File: src/rtl/temp_mon_pkg.sv
`default_nettype none
package temp_mon_pkg;

    // ============================================================
    // widths and counts
    localparam int          VALUE_W      = 8;
    localparam int          ACC_W        = 12;
    localparam int          FLAG_W       = 5;
    localparam logic [3:0]  SAMPLE_LAST  = 4'hf;   // 16 samples per result
    localparam logic [1:0]  START_WAIT   = 2'h3;   // lets the pin synchronisers settle
    localparam logic [7:0]  GAP_BASE     = 8'h80;  // gap in link edges, shifted right by rate

    // ============================================================
    // reset and clamp values
    localparam logic [7:0]  VALUE_RESET  = 8'h80;  // minus 128 degrees
    localparam logic [7:0]  VALUE_ZERO   = 8'h00;
    // part code and die step, values arbitrary
    localparam logic [3:0]  PART_CODE    = 4'h5;
    localparam logic [3:0]  DIE_STEP     = 4'h1;

    // ============================================================
    // status byte bit positions; flag indices are offsets from FLAG_LSB
    localparam int          ST_BUSY_BIT  = 7;
    localparam int          FLAG_LSB     = 2;
    localparam int          F_NEAR_OVER  = 4;
    localparam int          F_NEAR_UNDER = 3;
    localparam int          F_FAR_OVER   = 2;
    localparam int          F_FAR_UNDER  = 1;
    localparam int          F_OPEN       = 0;

    typedef struct packed {
        logic       alarm_mask;
        logic       standby;
        logic [2:0] rate;
    } cfg_t;

    typedef struct packed {
        logic [7:0] near_high;
        logic [7:0] near_low;
        logic [7:0] far_high;
        logic [7:0] far_low;
    } limits_t;

    typedef enum logic [3:0] {
        ST_START = 4'b0001,
        ST_SLEEP = 4'b0010,
        ST_MEAS  = 4'b0100,
        ST_GAP   = 4'b1000
    } conv_state_t;

    typedef struct packed {
        conv_state_t        st;
        logic [1:0]         start_cnt;
        logic [1:0]         clk_sync;
        logic               clk_prev;
        logic [7:0]         data_s1;
        logic [7:0]         data_s2;
        logic [1:0]         sleep_sync;
        logic [1:0]         open_sync;
        logic [ACC_W-1:0]   accum;
        logic [3:0]         count;
        logic               chan;
        logic [7:0]         local_value;
        logic [7:0]         remote_value;
        logic               stored_local;
        logic               stored_remote;
        logic               armed;
        logic [FLAG_W-1:0]  flags;
        logic               latch;
        logic               alarm_oe;
        logic [7:0]         gap;
    } core_state_t;

endpackage
`default_nettype wire

File: src/rtl/dual_temp_monitor_core.sv
`default_nettype none
module dual_temp_monitor_core
    import temp_mon_pkg::*;
(
    input  wire  logic                 sys_clk,
    input  wire  logic                 rst_b,
    input  wire  logic                 sleep_pin_n,
    input  wire  logic                 meas_clk,
    input  wire  logic [7:0]           meas_data,
    input  wire  logic                 open_sensor,
    input  wire  temp_mon_pkg::cfg_t    cfg,
    input  wire  temp_mon_pkg::limits_t lim,
    input  wire  logic                 status_rd,
    input  wire  logic                 alert_service,
    output logic                       meas_chan,
    output logic [7:0]                 local_value,
    output logic [7:0]                 remote_value,
    output logic [7:0]                 status,
    output logic [7:0]                 revision,
    output logic                       alarm_n_o,
    output logic                       alarm_n_oe
);
    import temp_mon_pkg::*;

    // ============================================================
    // state and derived terms
    core_state_t        s;
    core_state_t        next_s;
    logic               edge_seen;
    logic               standby;
    logic [ACC_W-1:0]   sum;
    logic [7:0]         avg;
    logic               result_due;
    logic [FLAG_W-1:0]  live;

    assign edge_seen  = s.clk_sync[1] & ~s.clk_prev;
    assign standby    = cfg.standby | ~s.sleep_sync[1];
    assign sum        = s.accum + {{(ACC_W-VALUE_W){s.data_s2[7]}}, s.data_s2};
    assign result_due = (s.st == ST_MEAS) & ~standby & edge_seen & (s.count == SAMPLE_LAST);

    // averaged, truncated toward minus; negatives clamp since the part reads no lower
    always_comb begin
        avg = sum[ACC_W-1 -: VALUE_W];
        if (avg[7]) begin
            avg = VALUE_ZERO;
        end
    end

    // comparisons wait for armed so -128 defaults do not trip when powering up running
    assign live[F_NEAR_OVER]  = s.armed & ($signed(s.local_value)  > $signed(lim.near_high));
    assign live[F_NEAR_UNDER] = s.armed & ($signed(s.local_value)  < $signed(lim.near_low));
    assign live[F_FAR_OVER]   = s.armed & ($signed(s.remote_value) > $signed(lim.far_high));
    assign live[F_FAR_UNDER]  = s.armed & ($signed(s.remote_value) < $signed(lim.far_low));
    assign live[F_OPEN]       = s.open_sync[1];

    // ============================================================
    // next state
    always_comb begin
        next_s            = s;
        next_s.clk_sync   = {s.clk_sync[0], meas_clk};
        next_s.clk_prev   = s.clk_sync[1];
        next_s.data_s1    = meas_data;
        next_s.data_s2    = s.data_s1;
        next_s.sleep_sync = {s.sleep_sync[0], sleep_pin_n};
        next_s.open_sync  = {s.open_sync[0], open_sensor};
        case (s.st)
            ST_START: begin
                next_s.start_cnt = s.start_cnt + 2'h1;
                if (s.start_cnt == START_WAIT) begin
                    if (standby) begin
                        next_s.armed = 1'b1;
                        next_s.st    = ST_SLEEP;
                    end else begin
                        next_s.st    = ST_MEAS;
                    end
                end
            end
            ST_SLEEP: begin
                next_s.accum = '0;
                next_s.count = '0;
                if (!standby) begin
                    next_s.st = ST_MEAS;
                end
            end
            ST_MEAS: begin
                if (standby) begin
                    next_s.st = ST_SLEEP;
                end else if (result_due) begin
                    if (s.chan) begin
                        next_s.remote_value  = avg;
                        next_s.stored_remote = 1'b1;
                    end else begin
                        next_s.local_value   = avg;
                        next_s.stored_local  = 1'b1;
                    end
                    next_s.chan  = ~s.chan;
                    next_s.accum = '0;
                    next_s.count = '0;
                    next_s.gap   = GAP_BASE >> cfg.rate;
                    next_s.st    = ST_GAP;
                end else if (edge_seen) begin
                    next_s.accum = sum;
                    next_s.count = s.count + 4'h1;
                end
            end
            ST_GAP: begin
                if (standby) begin
                    next_s.st = ST_SLEEP;
                end else if (edge_seen) begin
                    next_s.gap = s.gap - 8'h01;
                    if (s.gap == 8'h01) begin
                        next_s.st = ST_MEAS;
                    end
                end
            end
            default: begin
                next_s.st = ST_START;
            end
        endcase
        if (next_s.stored_local & next_s.stored_remote) begin
            next_s.armed = 1'b1;
        end
        // set beats the read-clear in the same cycle
        next_s.flags = (s.flags & ~{FLAG_W{status_rd}}) | live;
        if ((|s.flags) | (|live)) begin
            next_s.latch = 1'b1;
        end else if (alert_service) begin
            next_s.latch = 1'b0;
        end
        next_s.alarm_oe = next_s.latch & ~cfg.alarm_mask;
    end

    always_ff @(posedge sys_clk or negedge rst_b) begin
        if (!rst_b) begin
            s              <= '0;
            s.st           <= ST_START;
            s.local_value  <= VALUE_RESET;
            s.remote_value <= VALUE_RESET;
            s.sleep_sync   <= '1;
        end else begin
            s <= next_s;
        end
    end

    // ============================================================
    // outputs
    assign meas_chan    = s.chan;
    assign local_value  = s.local_value;
    assign remote_value = s.remote_value;
    // busy covers the gap as well, since the converter keeps running there
    always_comb begin
        status                     = '0;
        status[ST_BUSY_BIT]        = (s.st == ST_MEAS) | (s.st == ST_GAP);
        status[FLAG_LSB +: FLAG_W] = s.flags;
    end
    assign revision     = {PART_CODE, DIE_STEP};
    assign alarm_n_o    = 1'b0;                                                 // open drain: only pulls low
    assign alarm_n_oe   = s.alarm_oe;
endmodule
`default_nettype wire

File: config.mk
export PLATFORM = sky130hd
export DESIGN_NAME = dual_temp_monitor_core
export DESIGN_NICKNAME = d
export VERILOG_FILES = /design/src/rtl/temp_mon_pkg.sv /design/src/rtl/dual_temp_monitor_core.sv
export SDC_FILE = /design/constraint.sdc
export NUM_CORES = 1
export LEC_CHECK = 0
export BUFFER_PORTS_ARGS = -buffer_cell sky130_fd_sc_hd__buf_2
export CAP_MARGIN = 15
export CORE_ASPECT_RATIO = 0.75
export CORE_MARGIN = 4
export CORE_UTILIZATION = 30
export DETAILED_ROUTE_END_ITERATION = 12
export PLACE_DENSITY_LB_ADDON = 0.3
export SYNTH_ARGS = -nofsm -noshare
export SYNTH_HDL_FRONTEND = slang
export SYNTH_SLANG_ARGS = --single-unit
File: constraint.sdc
create_clock -name sys_clk -period 3.3 [get_ports sys_clk]
set_clock_uncertainty 0.1 [all_clocks]
set_input_delay 0.33 -clock sys_clk [delete_from_list [all_inputs] [get_ports sys_clk]]
set_output_delay 0.33 -clock sys_clk [all_outputs]
set_load 0.05 [all_outputs]
After elaboration in Yosys (flattened, before gate mapping):

Index checks and enable logic that the tools add are counted.

* $add $sub $neg: 4
* $lt $le $gt $ge: 4
* equality and inequality tests: 17
* shifts and indexed selects: 1
* muxes and demuxes: 31
* bitwise logic cells: 21
* reduce and logical (&&, ||, !) cells: 14

Operators with widths (count)
* 2-to-1 mux 8 bit: 6
* 2-to-1 mux 35 bit: 1
* 2-to-1 mux 16 bit: 2
* case mux 16 bit (2 select lines): 1
* 2-to-1 mux 4 bit: 7
* 2-to-1 mux 19 bit: 1
* greater-than comparator 8 bit: 2
* less-than comparator 8 bit: 2
* case mux 4 bit (4 select lines): 1
* case mux 8 bit (2 select lines): 1
* adder 12 bit: 1
* != test 2 bit (second input constant): 6
* != test 3 bit (second input constant): 4
* AND 1 bit: 10
* AND reduction 5 bit: 2
* nonzero test 2 bit: 5
* OR reduction 5 bit: 2
* AND reduction 3 bit: 3
* equality test 4 bit (second input constant): 2
* equality test 8 x 1 -> 1 bit (second input constant): 1
* 2-to-1 mux 1 bit: 8
* AND reduction 4 bit: 2
* right shift 8 x 3 -> 8 bit (first input constant): 1
* subtractor 8 x 1 -> 8 bit (second input constant): 1
* 14 further kinds: 20

* flip-flop bits (word level): 80
* input port bits: 52
* output and inout bits: 35
* word-level logic and storage cells: 112

Depth between registers and ports, before layout:

Gate-level depths: netlist (run 1).

* depth after elaboration: 12
* gate-level depth with buffers: 9
* mapped depth without buffers: 8

Worst setup path after synthesis (run 1):

No wires, ideal clock.

* kind: reg2reg
* start point: reg s[39] (netlist name)
* end point: reg local_value[2] (netlist name)
* arrival time: 2103 ps
* data required time: 3075 ps
* slack: 972 ps
* stages on the path, launching flop included: 9
* buffers on the path: 0
* clock period less this slack: 2328 ps
* cells stage by stage: dfrtp_1 ha_1 fa_1 a21oi_1 o22ai_1 or2_2 xor2_1 nor2b_1 mux2_2

* cells in the longest elaborated chain, start to end: 2

Ends and longest elaborated chain
* start, declared: line dual_temp_monitor_core.sv:27 `core_state_t s;`
* start signal, assigned: line dual_temp_monitor_core.sv:141 `s <= next_s;`
* adder 12 bit: line dual_temp_monitor_core.sv:38 `assign sum = s.accum + {{(ACC_W-VALUE_W){s.data_s2[7]}}, s.data_s2};`
* 2-to-1 mux 7 bit: line dual_temp_monitor_core.sv:44 `if (avg[7]) begin`

Every way passes these cells.
A chain may end at the register's enable or synchronous reset.

Final worst setup path (run 1):

* start point: reg s[62] (netlist name)
* end point: reg local_value[1] (netlist name)

* cells in the longest elaborated chain, start to end: 2

Ends and longest elaborated chain (line)
* adder 12 bit: dual_temp_monitor_core.sv:38
* 2-to-1 mux 7 bit: dual_temp_monitor_core.sv:44

Every way passes these cells.

==> metrics.txt, run 1 <==
result of the run finished clean; largest stage delay on the critical path 0.45 ns; asr flop ratio synth 1.000; number of fill cells in the layout 1542; Yosys reg bits 80; cell breakdown of the critical path ha_1 > a21oi_1 > o21bai_1 > a221oi_1 > xnor2_2 > nor2_1 > mux2_2; initial detailed-routing violation count 113; cts bufs inserted 9; clk root buf clkbuf_16; routed vias 3518; Clock Latency Late Sink 0.34 ns; Max stage delay cell, worst path dfrtp_1; total area of multi-input combinational cells 2288 um^2; CTS clk-pin slew, worst paths 0.06 ns; largest net degree at the start of global routing 81; cell area after synthesis 4742 um^2; post-detailed-placement cell area 5119 um^2; GPL Wtd Cong 0.8674; total leakage power 0.002823 uW; post-synth cell types 61; length of the first detailed-routing pass in iterations 4; final-report setup violation count 0; residual overflow from global routing 0; count of flip-flops with a built-in enable after synthesis 0; floorplan core area 15370 um^2; top cell family by delay on the critical path compound AO/OA/AOI/OAI gates; final-report max-slew violation count 0; total I/O pin count 87; number of levels the H-tree was split into 3; achievable clock frequency 0.3891 GHz; Hold Fails Final Rpt 0; sequential cell area in the final layout 2008 um^2; DIE HEIGHT 116.9 um; vias in the first global route 3430; Synthesis Warnings 0; clock tree from TritonCTS done; combinational share of power 0.221; post-DR vias/cell 4.678; PostCTS Resize Cnt 0; maximum fanout encountered on the critical timing path 9; Critical path buffers and inverters 0; slew margin rel. 0.3283; part of the power in the clock network 0.379; setup repair after global routing missed its margin false; remaining antenna violation count 0; post-synthesis to final-layout area growth 17.41%; initial antenna violation count 0; sequential element share of the synthesized area 0.4235; horizontal die dimension 153.2 um; WP data required 3.41 ns; Sum Neg Setup Slack 0 ns; total detailed-routing wirelength 10310 um; average size of a mapped cell 9.941 um^2; post-detailed-placement half-perimeter wirelength 7758 um; power dissipated by switching net loads 906.1 uW; internal power summed over all cells 2091 uW; antenna cells 0; buffers from clock root to sink, at most 2; IO buf count 75; predominant post-synthesis flop cell dfrtp_1; global router's overall resource usage 0.1188; final net count 640; final design utilization 0.3622; Hold Crit Class primary input to asynchronous set/reset pin; peak ir drop on the vdd network 0.3015 mV; Setup Fix Bufs, Post-CTS 0; minimum clock period 2.570 ns; count of standard-cell rows 39; fraction of layout cells with a size suffix above 1 0.2230; final worst path period share 0.7789; Post-Synthesis Cells 477; worst slack, placed 0.7555 ns; Worst Setup End Kind flop; clk sinks 80; sequential share of power 0.400; post-route cell area 5568 um^2; Cell Pwr Density 538.3 nW/um^2; Starting Density 0.3085; CP startpoint kind flop; number of max-cap violations 0; category of the most critical setup path flop to flop; switching part of the total power 0.3024; Critical Path AT 2.68 ns; global-route wire length before repair 17220 um; Worst Max-Slew Pin Slew 1.008 ns; full die area 17900 um^2; post-DR wirelength/cell 13.71 um; post-detailed-route DRC marker count 0; least setup slack across all paths after layout 0.7298 ns
## worst reg2reg max path, cell delays in order (launching register included)
cell and delay [ns]:
dfrtp_1 0.45, ha_1 0.38, a21oi_1 0.32, o21bai_1 0.10, a221oi_1 0.42, xnor2_2 0.26
nor2_1 0.13, mux2_2 0.29
## power by group through the flow
stage	combinational, uW	sequential [uW]	clock [uW]
6_report	662	1200	1140
5_1_grt	746	1220	1210
4_1_cts	664	1200	1170
3_5_place_dp	655	1210	0
3_3_place_gp	639	1210	0
2_1_floorplan	566	1160	0
## what timing repair did
action                                 in CTS  in global routing
hold buffers                               11                  0
endpoints found under the hold margin      11                  0
setup endpoints to repair                   0                  0
## final timing paths
path	end	from	slack, ns	cells past startpoint
min in group sys_clk	alarm_n_oe	cfg[4]	0.05	2
setup reg to reg	local_value[1]	s[62]	0.73	7
max in group asynchronous	meas_chan	rst_b	2.37	1
hold / removal	status[6]	rst_b	0.03	1
hold reg to reg	s[57]	next_s[57]	0.25	0
setup / recovery	local_value[1]	s[62]	0.73	7
## routing by layer
metal / vias up / track usage / routed length (um)
li1: 1758 / - / -
met1: 1642 / 0.1710 / 5220
met2: 107 / 0.1739 / 4225
met3: 11 / 0.03749 / 755
met4: 0 / 0.03027 / 107
met5: - / 0 / 0
## cells in the final DEF (no fill, tap or decap), drive strengths merged, types with 9 or more instances in the layout
cell,instances
mux2,13
a21oi,28
ha,45
clkbuf,11
dfrtp,75
buf,76
o21ai,35
nand2,25
xnor2,9
dlygate4sd3,11
inv,48
nor2b,14
nor2,24
conb,11
a21o,10
## flip-flops by register name, summed over array words and instances, names as in the netlist
register and count:
alarm_n_oe 1, live 1, local_value 8, meas_chan 1
next_s 12, remote_value 8, s 44, status 5
## area by class of cell
| type | count | share of cell area |
|---|---|---|
| clock buffer | 11 | 0.04180 |
| clock inverter | 5 | 0.01910 |
| inverter | 48 | 0.03236 |
| multi-input combinational | 316 | 0.4110 |
| sequential | 80 | 0.3607 |
| tap | 205 | 0.04607 |
| timing repair buffer | 87 | 0.08899 |
## cells in the mapped netlist, drive strengths merged, types with 9 or more instances
cell / instances / area (um^2)
dfrtp: 75 / 1877
inv: 48 / 180.2
ha: 45 / 563.0
buf: 37 / 280.3
o21ai: 35 / 175.2
a21oi: 28 / 140.1
nand2: 25 / 96.35
nor2: 24 / 105.1
nor2b: 14 / 87.58
mux2: 13 / 146.4
a21o: 10 / 75.07
xnor2: 9 / 86.34
## kinds of logic (layout without fill, tap and decap cells)
group                    Yosys count  count (layout)  synth area share
XOR/XNOR                          13              13           0.02559
AO/OA/AOI/OAI                    118             118            0.1594
multiplexers                      13              13           0.03087
flip-flops                        80              80            0.4235
adder cells (fa/ha/maj)           46              46            0.1230
other                              2              11          0.001584
AND/OR/NAND/NOR                  115             115            0.1351
buffers and inverters             90             151            0.1011
## metrics by stage
stage	total power (uW)	std cells	hold slack, ns
final	2997	752	0.03345
after global routing	3176	752	0.02584
after CTS	3032	752	0.03247
after detailed placement	1868	725	0.2347
after global placement	1849	725	0.2331
after floorplan	1725	486	-0.06559
(Power assumes the default switching activity.)
==> inputs of run 2 (changes only) <==
- clock period: 3.3 -> 2.28 ns (I/O delays scaled with it)
==> run 2 against run 1 <==
  * The flow now finishes with violations (negative setup slack)
  * Combinational power increased by 75%
  * Global-route usage increased by 1.2 points
  * Maximum frequency increased by 10%
  * Register-to-register slack got worse by 0.78 ns
  * Via count increased by 5.5%
  * Worst setup slack got worse by 0.78 ns
  * Power increased by 44%
  * Critical path type unchanged
  * Critical endpoint is now remote_value[2]
==> metrics.txt, run 2 (synthesis gave the netlist of run 1 again) <==
result of the run finished, violations left (was finished clean); violations in the final reports negative setup slack; IO buf count 75 (unchanged); setup repair after global routing missed its margin true (was false); count of standard-cell rows 39 (unchanged); peak ir drop on the vdd network 0.3430 mV (was 0.3015 mV); horizontal die dimension 153.2 um (unchanged); residual overflow from global routing 0 (unchanged); post-detailed-placement half-perimeter wirelength 8564 um (was 7758 um); clock tree from TritonCTS done (unchanged); WP data required 2.39 ns (was 3.41 ns); number of fill cells in the layout 1518 (was 1542); total leakage power 0.003065 uW (was 0.002823 uW); register name with the most flops s (unchanged); most used cells in the layout excluding fill and tap cells 75 x dfrtp_1, 74 x buf_2, 46 x inv_1 (unchanged); met3 demand-to-capacity share in global routing 0.03675 (was 0.03749); final-report max-slew violation count 0 (unchanged); maximum fanout encountered on the critical timing path 8 (was 9); Cell Pwr Density 707.4 nW/um^2 (was 538.3 nW/um^2); global router's overall resource usage 0.1306 (was 0.1188); global-route wire length before repair 19040 um (was 17220 um); number of levels the H-tree was split into 3 (unchanged); cts bufs inserted 9 (unchanged); post-DR vias/cell 4.643 (was 4.678); Critical Path AT 2.44 ns (was 2.68 ns); post-detailed-placement cell area 5450 um^2 (was 5119 um^2); fraction of layout cells with a size suffix above 1 0.3199 (was 0.2230); total detailed-routing wirelength 11240 um (was 10310 um); clk sinks 80 (unchanged); Worst Setup End Kind flop (unchanged); full die area 17900 um^2 (unchanged); met1 global-route usage 0.1837 (was 0.1710); Hold Fails Final Rpt 0 (unchanged); least setup slack across all paths after layout -0.05291 ns (was 0.7298 ns); length of the first detailed-routing pass in iterations 4 (unchanged); routed vias 3710 (was 3518); routing layer with the top usage in global route met2 (unchanged); clk root buf clkbuf_16 (unchanged); post-route worst hold slack 0.1236 ns (was 0.03345 ns); routing usage on met2 0.2015 (was 0.1739); initial detailed-routing violation count 160 (was 113); initial antenna violation count 0 (unchanged); worst slack, placed -0.1314 ns (was 0.7555 ns); Sum Neg Setup Slack -0.3852 ns (was 0 ns); category of the most critical setup path flop to flop (unchanged); CP startpoint kind flop (unchanged); buffers from clock root to sink, at most 2 (unchanged); floorplan core area 15370 um^2 (unchanged); max FFs per register 44 (unchanged); total I/O pin count 87 (unchanged); remaining antenna violation count 0 (unchanged); final-report setup violation count 12 (was 0); post-synthesis to final-layout area growth 28.92% (was 17.41%); minimum clock period 2.333 ns (was 2.570 ns); DIE HEIGHT 116.9 um (unchanged); largest net degree at the start of global routing 44 (was 81); post-DR wirelength/cell 14.07 um (was 13.71 um); most common cell after layout, fill and taps aside dfrtp_1 (unchanged); CTS clk-pin slew, worst paths 0.06 ns (about the same); final net count 687 (was 640); Starting Density 0.3085 (unchanged); post-detailed-route DRC marker count 0 (unchanged); antenna cells 0 (unchanged); number of max-cap violations 0 (unchanged); final worst path period share 1.023 (was 0.7789); Hold Crit Class primary input to flop (was primary input to asynchronous set/reset pin); achievable clock frequency 0.4286 GHz (was 0.3891 GHz); GPL Wtd Cong 0.9088 (was 0.8674); Clock Latency Late Sink 0.33 ns (was 0.34 ns); vias in the first global route 3792 (was 3430); post-route cell area 6113 um^2 (was 5568 um^2); Final Non-Filler Cells 799 (was 752); Post-Place Cells 765 (was 725)
run 2: cell types whose count changed in the layout (fill, tap and decap cells not counted), moves of 3 or more:
cell and delta:
mux2_2 -6, ha_1 -4, buf_4 +40, nor2b_1 -4, mux2_4 +6, ha_4 +4, nor2b_2 +4, a21oi_1 -5
dlygate4sd3_1 +3, a21oi_2 +3
run 2: layout make-up:
class                           instances  area (um^2)  share of cell area
Clock buffer                           10        229.0             0.03745
Clock inverter                          6        70.07             0.01146
Inverter                               48        180.2             0.02947
Multi-Input combinational cell        316         2481              0.4059
Sequential cell                        80         2008              0.3285
Tap cell                              205        256.5             0.04196
Timing Repair Buffer                  134        888.4              0.1453
run 2: power by group:
group | internal [uW] | switching, uW
clock network | 852 | 588
registers | 1570 | 150
logic | 505 | 656
total | 2930 | 1390
run 2: path summary, 6_finish.rpt:
path,start,end,slack (ns),depth (start not counted)
max,s[56],remote_value[2],-0.05,8
min,cfg[2],s[0],0.12,3
max reg2reg,s[56],remote_value[2],-0.05,8
min reg2reg,next_s[59],s[59],0.25,0
max in group asynchronous,rst_b,remote_value[7],1.27,3
min in group asynchronous,rst_b,alarm_n_oe,0.19,2
run 2: timing repair:
action | CTS | global route
hold buffers | 14 | 0
endpoints found under the setup margin | 17 | 19
gates cloned | 0 | 0
resized for setup | 12 | 26
pin swaps | 5 | 14
endpoints found under the hold margin | 89 | 0
buffers inserted | 4 | 0
run 2: per-stage QoR:
stage                     total power [uW]  utilization
after floorplan                       2498            -
after global routing                  4602       0.3977
final                                 4324       0.3977
after global placement                2792       0.3546
after detailed placement              2823       0.3546
after CTS                             4332       0.3891
run 2: critical path, cell delays in order (launching register included):
cell and delay (ns):
dfrtp_1 0.41, ha_4 0.27, a211oi_4 0.24, o211ai_1 0.18, a221oi_2 0.28, buf_4 0.18
xnor2_4 0.18, nor2b_2 0.10, mux2_4 0.27
run 2: routing by layer:
| metal | up-vias | wire (um) |
|---|---|---|
| met5 | - | 0 |
| met4 | 0 | 95 |
| met3 | 10 | 702 |
| met2 | 105 | 4647 |
| met1 | 1736 | 5793 |
| li1 | 1859 | - |
==> inputs of run 3 (changes only) <==
- ABC_AREA: not set -> 1
==> run 3 against run 2 <==
  * The run now ends clean
  * Clock-buffer cell count down 1
  * Combinational power up 12%
  * Die area increased by 4.6%
  * Clock power is 9% higher
  * Non-clock buffer count decreased by 36
  * Sequential power hardly changed
  * Worst setup slack better by 0.21 ns
  * Critical path type is now flop to output pin
  * Largest cell class unchanged
  * Largest power group unchanged
==> metrics.txt, run 3 <==
most used cells in the layout excluding fill and tap cells 119 x nand2_1, 82 x inv_1, 74 x dfrtp_1, 74 x buf_2, 42 x ha_1 (was 75 x dfrtp_1, 74 x buf_2, 46 x inv_1); fraction of layout cells with a size suffix above 1 0.2390 (was 0.3199); clk sinks 80 (unchanged); setup repair after global routing missed its margin false (was true); horizontal die dimension 156.7 um (was 153.2 um); IO buf count 75 (unchanged); power after layout 4613 uW (was 4324 uW); post-DR wirelength/cell 12.33 um (was 14.07 um); final worst path period share 0.9328 (was 1.023); Synthesis Warnings 0 (unchanged); length of the first detailed-routing pass in iterations 4 (unchanged); final-report max-slew violation count 0 (unchanged); initial detailed-routing violation count 196 (was 160); residual overflow from global routing 0 (unchanged); total leakage power 0.003258 uW (was 0.003065 uW); routed vias 3816 (was 3710); total I/O pin count 87 (unchanged); post-detailed-route DRC marker count 0 (unchanged); reg-to-reg slack, setup 0.17 ns (was -0.05 ns); top cell family by delay on the critical path simple AND/OR/NAND/NOR gates (was compound AO/OA/AOI/OAI gates); maximum fanout encountered on the critical timing path 15 (was 8); average size of a mapped cell 8.693 um^2 (was 9.941 um^2); post-synth cell types 45 (was 61); Hold Crit Class primary input to flop (unchanged); vias in the first global route 3562 (was 3792); most common cell after layout, fill and taps aside nand2_1 (was dfrtp_1); post-DR vias/cell 4.401 (was 4.643); CTS clk-pin slew, worst paths 0.07 ns (was 0.06 ns); Sum Neg Setup Slack 0 ns (was -0.3852 ns); register name with the most flops s (unchanged); clock tree from TritonCTS done (unchanged); category of the most critical setup path flop to output pin (was flop to flop); predominant post-synthesis flop cell dfrtp_1 (unchanged); total detailed-routing wirelength 10690 um (was 11240 um); minimum clock period 2.127 ns (was 2.333 ns); cell area after synthesis 4972 um^2 (was 4742 um^2); cts bufs inserted 9 (unchanged); Worst Max-Slew Pin Slew 0.7621 ns; DIE HEIGHT 119.5 um (was 116.9 um); full die area 18720 um^2 (was 17900 um^2); global router's overall resource usage 0.1169 (was 0.1306); largest stage delay on the critical path 0.44 ns (was 0.41 ns); final-report setup violation count 0 (was 12); post-detailed-placement half-perimeter wirelength 8250 um (was 8564 um); number of max-cap violations 0 (unchanged); peak ir drop on the vdd network 0.4042 mV (was 0.3430 mV); result of the run finished clean (was finished, violations left); achievable clock frequency 0.4702 GHz (was 0.4286 GHz); slew margin rel. 0.4919; remaining antenna violation count 0 (unchanged); asr flop ratio synth 1.000 (unchanged); count of standard-cell rows 40 (was 39); Yosys reg bits 80 (unchanged); largest net degree at the start of global routing 52 (was 44); GPL Wtd Cong 0.8805 (was 0.9088); final net count 750 (was 687); antenna cells 0 (unchanged); final design utilization 0.3694 (was 0.3977); cell breakdown of the critical path nor2_4 > inv_2 > nor3_4 > inv_4 > nand2_1 > buf_2 (was ha_4 > a211oi_4 > o211ai_1 > a221oi_2 > buf_4 > xnor2_4 > nor2b_2 > mux2_4); Starting Density 0.3085 (about the same); Clock Latency Late Sink 0.34 ns (was 0.33 ns); Hold Fails Final Rpt 0 (unchanged); Critical Path AT 1.80 ns (was 2.44 ns); Cell Pwr Density 774.9 nW/um^2 (was 707.4 nW/um^2); global-route wire length before repair 17490 um (was 19040 um); Worst Setup End Kind output pin (was flop); clk root buf clkbuf_16 (unchanged); floorplan core area 16120 um^2 (was 15370 um^2); buffers from clock root to sink, at most 2 (unchanged); initial antenna violation count 0 (unchanged); ranking of synthesized cells by area dfrtp_1 38%, ha_1 11%, nand2_1 9.0% (was dfrtp_1 40%, ha_1 12%, buf_4 5.2%); count of flip-flops with a built-in enable after synthesis 0 (unchanged); post-synthesis to final-layout area growth 19.73% (was 28.92%); CP startpoint kind flop (unchanged); max FFs per register 44 (unchanged); Critical path buffers and inverters 3 (was 1); post-synth top area share 0.3775 (was 0.3958); Post-Synthesis Cells 572 (was 477); sequential element share of the synthesized area 0.4039 (was 0.4235); WP data required 1.95 ns (was 2.39 ns); number of levels the H-tree was split into 3 (unchanged); cell with the most instances after synthesis nand2_1 (was dfrtp_1); leading cell types by count after synthesis 119 x nand2_1, 82 x inv_1, 75 x dfrtp_1 (was 75 x dfrtp_1, 46 x inv_1, 45 x ha_1); biggest area consumer among synthesized cells dfrtp_1 (unchanged); Max stage delay cell, worst path dfrtp_1 (unchanged)
## run 3: power breakdown
group          total [uW]  leakage, uW  internal, uW  switching [uW]
logic                1300      0.00210           483             820
clock network        1570     0.000153           968             603
registers            1740      0.00100          1610             134
## run 3: metal layers
metal / GRT usage / vias up / wire length (um)
met5: 0 / - / 0
met4: 0.02493 / 0 / 80
met3: 0.04037 / 6 / 794
met2: 0.1715 / 112 / 4553
met1: 0.1669 / 1723 / 5262
li1: - / 1975 / -
## run 3: logic make-up after synthesis
kind of cell	Yosys count	synth area share
simple gates	211	0.2061
buf+inv	129	0.1306
compound gates	92	0.1193
flops	80	0.4039
fa+ha+maj	46	0.1173
xor+xnor	11	0.01938
other cells	2	0.001510
mux	1	0.002013
## run 3: path summary, 6_finish.rpt
path                             from         endpoint  depth (start not counted)
min reg2reg                next_s[55]            s[55]                          0
max reg2reg                     s[62]  remote_value[2]                         10
min                         status_rd        status[6]                          2
min in group asynchronous       rst_b             s[7]                          2
max                             s[77]        status[7]                          6
max in group asynchronous       rst_b  remote_value[7]                          3
## run 3: stage by stage
stage          setup WS (ns)  hold WS (ns)  instances  instance area, um^2
6_report              0.1533       0.02364        867                 5953
5_1_grt             0.003576      0.006376        867                 5953
4_1_cts              0.04348      0.001376        860                 5843
3_5_place_dp         0.06587       0.09567        831                 5386
3_3_place_gp          0.1245       0.08839        831                 5386
2_1_floorplan         0.3325       -0.1676        581                 5006
## run 3: what timing repair did
item / CTS / global route
gates resized for setup: 0 / 11
hold endpoints to repair: 39 / 0
endpoints found under the setup margin: 0 / 7
buffers inserted: 0 / 7
hold buffers: 13 / 0
## run 3: cell type report
cell class,instances,area (um^2)
Inverter,91,344.1
Clock buffer,9,225.2
Fill cell,1619,10160
Clock inverter,7,101.3
Timing Repair Buffer,98,608.1
Multi-Input combinational cell,372,2402
Tap cell,210,262.8
Sequential cell,80,2009
